==> config.mk <==
export PLATFORM = sky130hd
export DESIGN_NAME = isc_interp_seq_ctrl
export DESIGN_NICKNAME = d
export VERILOG_FILES = /design/src/hdl/isc_interp_seq_ctrl.v
export VERILOG_INCLUDE_DIRS = /design/src /design/src/hdl
export SDC_FILE = /design/constraint.sdc
export NUM_CORES = 1
export LEC_CHECK = 0
export ABC_AREA = 1
export BUFFER_PORTS_ARGS = -buffer_cell sky130_fd_sc_hd__buf_2
export CAP_MARGIN = 0
export CORE_UTILIZATION = 37
export CTS_CLUSTER_DIAMETER = 40
export CTS_CLUSTER_SIZE = 30
export DETAILED_ROUTE_END_ITERATION = 10
export PLACE_DENSITY = 0.83
export SLEW_MARGIN = 20
export SYNTH_ARGS = -nofsm -noshare
export SYNTH_HDL_FRONTEND = slang
export SYNTH_SLANG_ARGS = --single-unit
==> constraint.sdc <==
create_clock -name clock_in -period 1.5 [get_ports clock_in]
set_clock_uncertainty 0.1 [all_clocks]
set_input_delay 0.075 -clock clock_in [delete_from_list [all_inputs] [get_ports clock_in]]
set_output_delay 0.075 -clock clock_in [all_outputs]
set_load 0.1 [all_outputs]
==> src/hdl/isc_defs.vh <==
/*
 interpolation sequencing control constants: command codes, mode bit
 positions, status bit positions, range selects and stack counter values.
 assumes one 25 mhz clock and byte command codes from the host.
*/
`ifndef ISC_DEFS_VH
`define ISC_DEFS_VH
// command codes
`define ISC_CMD_STACK 8'h38
`define ISC_CMD_DEC_EN 8'h3b
`define ISC_CMD_DEC_DIS 8'h3c
`define ISC_CMD_INT_CLR 8'h3d
// interpolation mode register bit positions
`define ISC_MODE_VS_LO 8
`define ISC_MODE_VS_HI 9
`define ISC_MODE_CI_IE 14
`define ISC_MODE_BP_IE 15
// main status register bit positions
`define ISC_STAT_NEXT 9
`define ISC_STAT_SC_LO 13
`define ISC_STAT_SC_HI 14
// range select codes
`define ISC_RANGE_AX1 2'h0
`define ISC_RANGE_AX2 2'h1
`define ISC_RANGE_AX3 2'h2
// stack counter values
`define ISC_SC_ZERO 2'h0
`define ISC_SC_ONE 2'h1
`define ISC_SC_TWO 2'h2
`define ISC_SC_FULL 2'h3
`endif

==> src/hdl/isc_interp_seq_ctrl.v <==
/*
 interpolation sequencing control: bit-pattern refill interrupt, pattern
 stack counter, constant vector speed range select, continuous
 interpolation ready flag and interrupt, error hold and deceleration enable.
 assumes host command strobes are synchronous one-cycle pulses and the
 interrupt pin is resolved outside from its output and enable.
*/
// How it works
// - pattern irq low when counter goes two-to-one
// - stacking command releases pattern irq
// - clear command releases pattern irq
// - pattern end releases low irq
// - mode bits zero-one select vector speed
// - two-axis: one axis ax1, two ax2
// - three-axis: two axes ax2, three ax3
// - two-axis setting allowed during three-axis
// - high width fixed, only period grows
// - ready flag shows next command acceptance
// - ready only after start; reject otherwise
// - continuous irq low when ready rises
// - next command write returns irq high
// - clear command floats continuous irq
// - interpolation end disables continuous irq; pin floats unless pattern irq holds it low
// - error holds queued command until reload
// - enable and disable deceleration commands
// - enable ignored while drive runs
// - two-bit stack counter in status
`include "isc_defs.vh"
`default_nettype none
module isc_interp_seq_ctrl
(
   // clock, reset, enable
   input wire clock_in,
   input wire rst_b_in,
   input wire clk_en_in,
   // host command and mode
   input wire cmd_wr_in,
   input wire [7:0] cmd_code_in,
   input wire [15:0] interp_mode_register_in,
   input wire three_axis_in,
   // bit-pattern datapath
   input wire bp_data_wr_in,
   input wire bp_shift_in,
   input wire bp_active_in,
   // interpolation command and status
   input wire interp_cmd_wr_in,
   input wire node_start_in,
   input wire node_done_in,
   input wire interp_end_in,
   input wire error_in,
   input wire drive_busy_in,
   // axis step activity
   input wire [2:0] axis_step_in,
   // outputs
   output wire irq_out_n_o_out,
   output wire irq_out_n_oe_out,
   output reg [15:0] main_status_register_out,
   output reg [1:0] range_sel_out,
   output reg vector_speed_out,
   output reg decel_en_out,
   output reg cmd_accept_out,
   output reg cmd_exec_out,
   output wire bp_full_out
);

   // internal state
   reg [1:0] pattern_stack_counter_reg;
   reg [1:0] sc_next;
   reg bp_irq_reg;
   reg bp_irq_next;
   reg ci_irq_reg;
   reg ci_irq_next;
   reg ci_irq_en_reg;
   reg ci_irq_en_next;
   reg next_cmd_ready_reg;
   reg next_cmd_ready_next;
   reg queued_reg;
   reg queued_next;
   reg err_hold_reg;
   reg err_hold_next;
   reg ci_active_reg;
   reg ci_active_next;
   reg decel_en_next;
   reg [1:0] range_sel_next;

   // decoded strobes and counts
   wire clr_cmd;
   wire stack_cmd;
   wire dec_en_cmd;
   wire dec_dis_cmd;
   wire vs_mode;
   wire bp_irq_on;
   wire cmd_take;
   wire exec_go;
   wire [1:0] steps;
   wire [1:0] step_sum [0:3];
   genvar gi;

   assign clr_cmd = cmd_wr_in && (cmd_code_in == `ISC_CMD_INT_CLR);
   assign stack_cmd = cmd_wr_in && (cmd_code_in == `ISC_CMD_STACK);
   assign dec_en_cmd = cmd_wr_in && (cmd_code_in == `ISC_CMD_DEC_EN);
   assign dec_dis_cmd = cmd_wr_in && (cmd_code_in == `ISC_CMD_DEC_DIS);
   assign vs_mode = !interp_mode_register_in[`ISC_MODE_VS_HI] && interp_mode_register_in[`ISC_MODE_VS_LO];
   assign cmd_take = interp_cmd_wr_in && next_cmd_ready_reg && !err_hold_reg;
   assign exec_go = node_done_in && queued_reg && !err_hold_reg && !error_in;
   assign bp_irq_on = interp_mode_register_in[`ISC_MODE_BP_IE] && pattern_stack_counter_reg == `ISC_SC_TWO
      && sc_next == `ISC_SC_ONE;

   // count of axes stepping this period
   assign step_sum[0] = 2'h0;
   generate
      for (gi = 0; gi < 3; gi = gi + 1)
      begin : g_step
         // running sum, one axis per stage
         assign step_sum[gi + 1] = step_sum[gi] + {1'b0, axis_step_in[gi]};
      end
   endgenerate
   assign steps = step_sum[3];

   // open-drain pin: driven only low, floated otherwise
   assign bp_full_out = (pattern_stack_counter_reg == `ISC_SC_FULL);
   assign irq_out_n_o_out = 1'b0;
   assign irq_out_n_oe_out = bp_irq_reg | (ci_irq_reg & ci_irq_en_reg);

   // stack counter next value
   always @*
   begin
      sc_next = pattern_stack_counter_reg;
      if (bp_data_wr_in && !bp_full_out)
      begin
         if (!stack_cmd)
         begin
            sc_next = pattern_stack_counter_reg + 2'h1;
         end
      end
      else if (bp_shift_in && pattern_stack_counter_reg != `ISC_SC_ZERO)
      begin
         sc_next = pattern_stack_counter_reg - 2'h1;
      end
      if (!bp_active_in && !bp_data_wr_in)
      begin
         sc_next = `ISC_SC_ZERO;
      end
   end

   // pattern irq next value
   always @*
   begin
      bp_irq_next = bp_irq_reg;
      if (bp_irq_on)
      begin
         bp_irq_next = 1'b1;
      end
      else if (stack_cmd || clr_cmd)
      begin
         bp_irq_next = 1'b0;
      end
      else if (!bp_active_in)
      begin
         bp_irq_next = 1'b0;
      end
   end

   // continuous interpolation next values
   always @*
   begin
      next_cmd_ready_next = next_cmd_ready_reg;
      queued_next = queued_reg;
      err_hold_next = err_hold_reg;
      ci_active_next = ci_active_reg;
      ci_irq_next = ci_irq_reg;
      ci_irq_en_next = interp_mode_register_in[`ISC_MODE_CI_IE];
      if (node_start_in)
      begin
         ci_active_next = 1'b1;
         next_cmd_ready_next = 1'b1;
         if (interp_mode_register_in[`ISC_MODE_CI_IE] && !next_cmd_ready_reg)
         begin
            ci_irq_next = 1'b1;
         end
      end
      else if (cmd_take)
      begin
         next_cmd_ready_next = 1'b0;
         queued_next = 1'b1;
         ci_irq_next = 1'b0;
      end
      if (error_in && ci_active_reg)
      begin
         err_hold_next = 1'b1;
      end
      else if (interp_cmd_wr_in && err_hold_reg)
      begin
         err_hold_next = 1'b0;
         queued_next = 1'b1;
      end
      if (exec_go)
      begin
         queued_next = 1'b0;
      end
      if (clr_cmd)
      begin
         ci_irq_next = 1'b0;
      end
      if (interp_end_in)
      begin
         ci_irq_next = 1'b0;
         ci_irq_en_next = 1'b0;
         ci_active_next = 1'b0;
         next_cmd_ready_next = 1'b0;
      end
   end

   // deceleration enable next value
   always @*
   begin
      decel_en_next = decel_en_out;
      if (dec_en_cmd && !drive_busy_in)
      begin
         decel_en_next = 1'b1;
      end
      else if (dec_dis_cmd)
      begin
         decel_en_next = 1'b0;
      end
   end

   // vector speed range select next value
   always @*
   begin
      range_sel_next = `ISC_RANGE_AX1;
      if (vs_mode && steps == 2'h2)
      begin
         range_sel_next = `ISC_RANGE_AX2;
      end
      else if (vs_mode && steps == 2'h3 && !three_axis_in)
      begin
         range_sel_next = `ISC_RANGE_AX2;
      end
      else if (vs_mode && steps == 2'h3)
      begin
         range_sel_next = `ISC_RANGE_AX3;
      end
   end

   // stack counter and pattern irq registers
   always @(posedge clock_in)
   begin
      if (!rst_b_in)
      begin
         pattern_stack_counter_reg <= `ISC_SC_ZERO;
         bp_irq_reg <= 1'b0;
      end
      else if (clk_en_in)
      begin
         pattern_stack_counter_reg <= sc_next;
         bp_irq_reg <= bp_irq_next;
      end
   end

   // continuous interpolation registers
   always @(posedge clock_in)
   begin
      if (!rst_b_in)
      begin
         next_cmd_ready_reg <= 1'b0;
         queued_reg <= 1'b0;
         err_hold_reg <= 1'b0;
         ci_active_reg <= 1'b0;
         ci_irq_reg <= 1'b0;
         ci_irq_en_reg <= 1'b0;
      end
      else if (clk_en_in)
      begin
         next_cmd_ready_reg <= next_cmd_ready_next;
         queued_reg <= queued_next;
         err_hold_reg <= err_hold_next;
         ci_active_reg <= ci_active_next;
         ci_irq_reg <= ci_irq_next;
         ci_irq_en_reg <= ci_irq_en_next;
      end
   end

   // command accept and execute pulses
   always @(posedge clock_in)
   begin
      if (!rst_b_in)
      begin
         cmd_accept_out <= 1'b0;
         cmd_exec_out <= 1'b0;
      end
      else if (clk_en_in)
      begin
         cmd_accept_out <= cmd_take;
         cmd_exec_out <= exec_go;
      end
   end

   // deceleration enable register
   always @(posedge clock_in)
   begin
      if (!rst_b_in)
      begin
         decel_en_out <= 1'b0;
      end
      else if (clk_en_in)
      begin
         decel_en_out <= decel_en_next;
      end
   end

   // range select and vector speed registers; pulse high width kept by the pulse generator
   always @(posedge clock_in)
   begin
      if (!rst_b_in)
      begin
         range_sel_out <= `ISC_RANGE_AX1;
         vector_speed_out <= 1'b0;
      end
      else if (clk_en_in)
      begin
         range_sel_out <= range_sel_next;
         vector_speed_out <= vs_mode;
      end
   end

   // main status register image
   always @(posedge clock_in)
   begin
      if (!rst_b_in)
      begin
         main_status_register_out <= 16'h0000;
      end
      else if (clk_en_in)
      begin
         main_status_register_out <= 16'h0000;
         main_status_register_out[`ISC_STAT_NEXT] <= next_cmd_ready_reg;
         main_status_register_out[`ISC_STAT_SC_HI:`ISC_STAT_SC_LO] <= sc_next;
      end
   end
endmodule
`default_nettype wire

; ---- Yosys cells after proc, flatten, opt, wreduce, memory -nomap -nowiden
; Cells that the tools add are included.
[classes]
addsub = 4
multipliers = 0
div = 0
n_lt_le_gt_ge = 0
n_eq_ne = 11
shifts = 0
mux = 29
bitwise = 2
n_reduce_logical = 44
[op_table]
columns = op, count
row1 = "== test 8 x 6 -> 1 bit, second input constant", 4
row2 = logical AND 1 bit, 22
row3 = two-way mux 1 bit, 22
row4 = two-way mux 2 bit, 7
row5 = AND reduction 2 bit, 5
row6 = logical NOT 1 bit, 9
row7 = "== test 2 bit, second input constant", 4
row8 = nonzero test 2 bit, 4
row9 = "!= test 4 x 1 -> 1 bit, second input constant", 1
row10 = nonzero test 4 bit, 1
row11 = "!= test 3 x 1 -> 1 bit, second input constant", 1
row12 = AND reduction 3 bit, 1
row13 = nonzero test 3 bit, 1
row14 = adder 1 x 1 -> 2 bit, 1
row15 = adder 2 x 1 -> 2 bit, 1
row16 = "adder 2 x 1 -> 2 bit, second input constant", 1
row17 = "== test 2 x 1 -> 1 bit, second input constant", 1
row18 = "subtractor 2 x 1 -> 2 bit, second input constant", 1
row19 = AND 1 bit, 1
row20 = logical OR 1 bit, 1
row21 = OR 1 bit, 1
[word_totals]
register_bits = 18
latch_bits = 0
ramBits = 0
romBits = 0
in_bits = 41
output_inout_bits = 25
elab_cells = 104
n_memories = 0

; ---- Logic depth before layout (Yosys ltp)
[logic_depth]
depth_word = 9
mapped_depth = 11
mapped_depth_nobuf = 11

; ---- Worst setup path after synthesis
; Ideal clock, no wire load.
[synth_path]
kind = register -> register
startpoint = register pattern_stack_counter_reg[1]
endpoint = register bp_irq_reg
setup_ps = 117
t_arrival_ps = 2621
t_required_ps = 1283
slack_ps = -1338
stages_incl_launch_ff = 9
n_path_buf = 0
synth_period_minus_slack_ps = 2838
path_cell_list = dfxtp_1 > ha_1 > nor2_8 > nand3_1 > nand3_1 > nand3_2 > nor2_1 > nor2_1 > nor2_1
[synth_via]
elab_chain_len = 9
elab_cells_between_ends = 18
cone_classes = 2 x add/sub / 4 x eq/ne / 5 x mux / 7 x reduce/logical
[synth_lines]
columns = element, line_no
row1 = from (decl), isc_interp_seq_ctrl.v:67  ; reg [1:0] pattern_stack_counter_reg;
row2 = from (signal assigned), isc_interp_seq_ctrl.v:251  ; pattern_stack_counter_reg <= `ISC_SC_ZERO;
row3 = from (signal assigned), isc_interp_seq_ctrl.v:256  ; pattern_stack_counter_reg <= sc_next;
row4 = == test 2 bit (no line) *, -
row5 = net bp_full_out, isc_interp_seq_ctrl.v:63  ; output wire bp_full_out
row6 = logical NOT 1 bit *, isc_interp_seq_ctrl.v:129  ; if (bp_data_wr_in && !bp_full_out)
row7 = logical AND 1 bit *, isc_interp_seq_ctrl.v:129
row8 = two-way mux 2 bit *, isc_interp_seq_ctrl.v:129
row9 = two-way mux 2 bit *, isc_interp_seq_ctrl.v:140  ; if (!bp_active_in && !bp_data_wr_in)
row10 = == test 2 x 1 -> 1 bit (no line) *, -
row11 = logical AND 1 bit (no line) *, -
row12 = != test 3 x 1 -> 1 bit (no line), -
row13 = AND reduction 2 bit (no line), -
row14 = to (signal assigned), isc_interp_seq_ctrl.v:257  ; bp_irq_reg <= bp_irq_next;
row15 = to (decl), isc_interp_seq_ctrl.v:69  ; reg bp_irq_reg;
; The timed path passes the listed nets; every way through them passes the cells marked *.
; A chain may end at the register's enable or synchronous reset.

; ---- Final worst setup path
[layout_path]
startpoint = register pattern_stack_counter_reg[0]
endpoint = register bp_irq_reg
[layout_via]
elab_chain_len = 9
elab_cells_between_ends = 18
cone_classes = 2 x add/sub / 4 x eq/ne / 5 x mux / 7 x reduce/logical
[layout_lines]
columns = element
row1 = branches (longest 6 deep; another with subtractor 2 x 1 -> 2 bit)
row2 = logical AND 1 bit (no line) *
row3 = != test 3 x 1 -> 1 bit (no line)
row4 = AND reduction 2 bit (no line)
; Mark *: on every way between the ends.

==> impl_metrics.ini <==
[synthesis]
netlist.area_leader.share_pct = 31.3
avgSynthCellArea_um2 = 6.96
synth_area_um2 = 1020
syn_inst = 147
synthTopCellsByArea = dfxtp_1, buf_4, nand2_1
yosys.area.top_type = dfxtp_1
ys_types = 25
yosysSeqAreaShare_pct = 31.3
yosysWarningCount = 0
ys_seq_elements = 16

[grt]
grt_pass1_vias = 966
grt_antenna_before_repair = 0
track_usage_pct = 17.7
grt_max_degree = 12
grt_overflow = 0
grt_pass1_wl_um = 3740

[place]
gp_congestion = 0.786
port_buffers = 39
dp_hpwl_um = 1750
placed_cell_area_um2 = 1270

[flow_run]
drv_cap = 0

[power]
p_leak_nw = 0.692
ir_worst_vdd_mv = 0.636
powerDensity_nw_per_um2 = 810

[clock_tree]
cts_tree = yes
cts-root-buf = clkbuf_4
clock_latency_ps = 280
clock_sinks = 16
cts_buffers = 3
clk_pin_slew_ps = 90
clock_path_buffers = 2
htree_levels = 1

[critical_path]
crit_required_ps = 1580
worstPathArrival_ps = 1610
endpoint_kind = flop
critPathKind = reg2reg
crit_path_start_kind = flop
worstPathMaxFanout = 4

[die]
fp.dieH_um = 54.6
coreArea_um2 = 2540
die-area_um2 = 2980
fp-row-count = 18
io_pins = 66
floorplan.initialDensity_pct = 40.2
die_w_um = 54.6

[cells_and_area]
fin_util_pct = 56.0
nNetsFinal = 250
area_delta_synth_final_pct = 39.4
stdcell_area_um2 = 1430
diodes = 0
drive_above_1_share_pct = 32.8
fill_cells = 255

[sta]
period_share_pct = 102
fin_setup_tns_ps = -36.8
final.min_clock_period_ps = 1530
whs_ps = 9.32
rsz0062_at_grt = true
worst_slack_ps = -27.2
final-hold-violation-count = 0
maxSlewViolCount = 0
fmax_mhz = 655
setup_violations = 2

[drt]
vias = 1093
wire_per_inst_um = 9.83
viasPerCell = 4.67
wl_met1_um = 932
detail_route.wirelength_um = 2300
first_pass_iters = 6
drc = 0
met3WireLength_um = 147
routed-wl-met2_um = 1210
antenna_left = 0
top_layer = met4
drt_iter0_markers = 19

[outcome]
failed_checks = setup timing
outcome = complete, but fails checks

[worst_hold_path]
min-delay-path-class = in2reg
==> critical path, cell delays in order, from the launching register on <==
cell     delay (ps)
dfxtp_4         380
inv_4            50
ha_4            230
or2_0           210
a21oi_1         150
nand2_1          90
nand2_1          60
nor2_1           40
nor2_1           80
nor2_1           40
==> path summary, 6_finish.rpt <==
kind | depth (start not counted) | from | endpoint | slack [ps]
worst max-delay path | 9 | pattern_stack_counter_reg[0] | bp_irq_reg | -30
worst min register to register | 2 | queued_reg | queued_reg | 360
worst max register to register | 9 | pattern_stack_counter_reg[0] | bp_irq_reg | -30
worst min-delay path | 3 | node_done_in | cmd_exec_out | 9
==> synthesized netlist by cell type <==
master    count
nand2_1      24
a21oi_1      16
dfxtp_1      16
buf_4        14
inv_1        14
nor2_1       14
nand3_1       9
o21ai_0       8
inv_2         5
nor3_1        4
ha_1          3
nand4_1       3
buf_2         2
nand2_2       2
nand3_2       2
nor2_4        2
a31oi_1       1
clkinv_1      1
conb_1        1
fa_1          1
nor2_8        1
nor4_1        1
o21ai_1       1
o22ai_1       1
or2_0         1
==> cell usage in the layout, fill, tap and decap left out, drive strengths merged, types with 4 or more instances in the layout <==
master       synthesis  layout
buf                 16      44
a21oi               16      16
nor2                17      17
inv                 19      19
dlygate4sd3          0      12
nand3               11      11
dfxtp               16      16
nor3                 4       4
conb                 1      14
clkbuf               0       4
o21ai                9       9
nand2               26      26
==> where the power goes <==
part           total (mW)  internal (mW)  switching [mW]  leakage, nW
clock               0.230          0.103           0.126       0.0150
sequential          0.455          0.442          0.0133        0.132
combinational       0.470          0.121           0.349        0.546
total                1.15          0.665           0.489        0.692
==> area by class of cell <==
type                       count  area, um^2  share of cell area [%]
sequential                    16         328                    23.0
timing repair buffer          56         368                    25.8
multi-input combinational    108         589                    41.3
tap                           30        37.5                    2.63
inverter                      20        77.6                    5.44
clock buffer                   4        26.3                    1.84
==> per-stage QoR <==
step	power, mW	instances	setup slack [ps]
floorplan	0.838	160	-165
global placement	0.895	217	13.9
detailed placement	0.902	217	-10.1
CTS	1.16	233	-14.2
global route	1.23	234	-147
finish	1.15	234	-27.2
==> cell families (layout without fill, tap and decap cells) <==
family | Yosys count | after routing | share of synthesized area [%]
adders and majority gates | 4 | 4 | 5.62
AOI/OAI and AO/OA | 27 | 27 | 13.4
buffers and inverters | 36 | 80 | 18.6
and+or+nand+nor | 63 | 63 | 30.7
other | 1 | 14 | 0.366
DFF | 16 | 16 | 31.3
==> repair_timing <==
item | CTS | global route
endpoints found under the setup margin | 1 | 1
hold endpoints to repair | 9 | 0
pin swaps | 1 | 2
setup buffers | 0 | 1
hold buffers | 12 | 0
gates resized for setup | 2 | 0
==> layer usage <==
| layer | GRT usage (%) | vias up |
|---|---|---|
| li1 | - | 559 |
| met1 | 18.8 | 485 |
| met2 | 33.1 | 47 |
| met3 | 5.00 | 2 |
| met4 | 5.13 | 0 |
| met5 | 0 | - |
(Power assumes the default switching activity.)
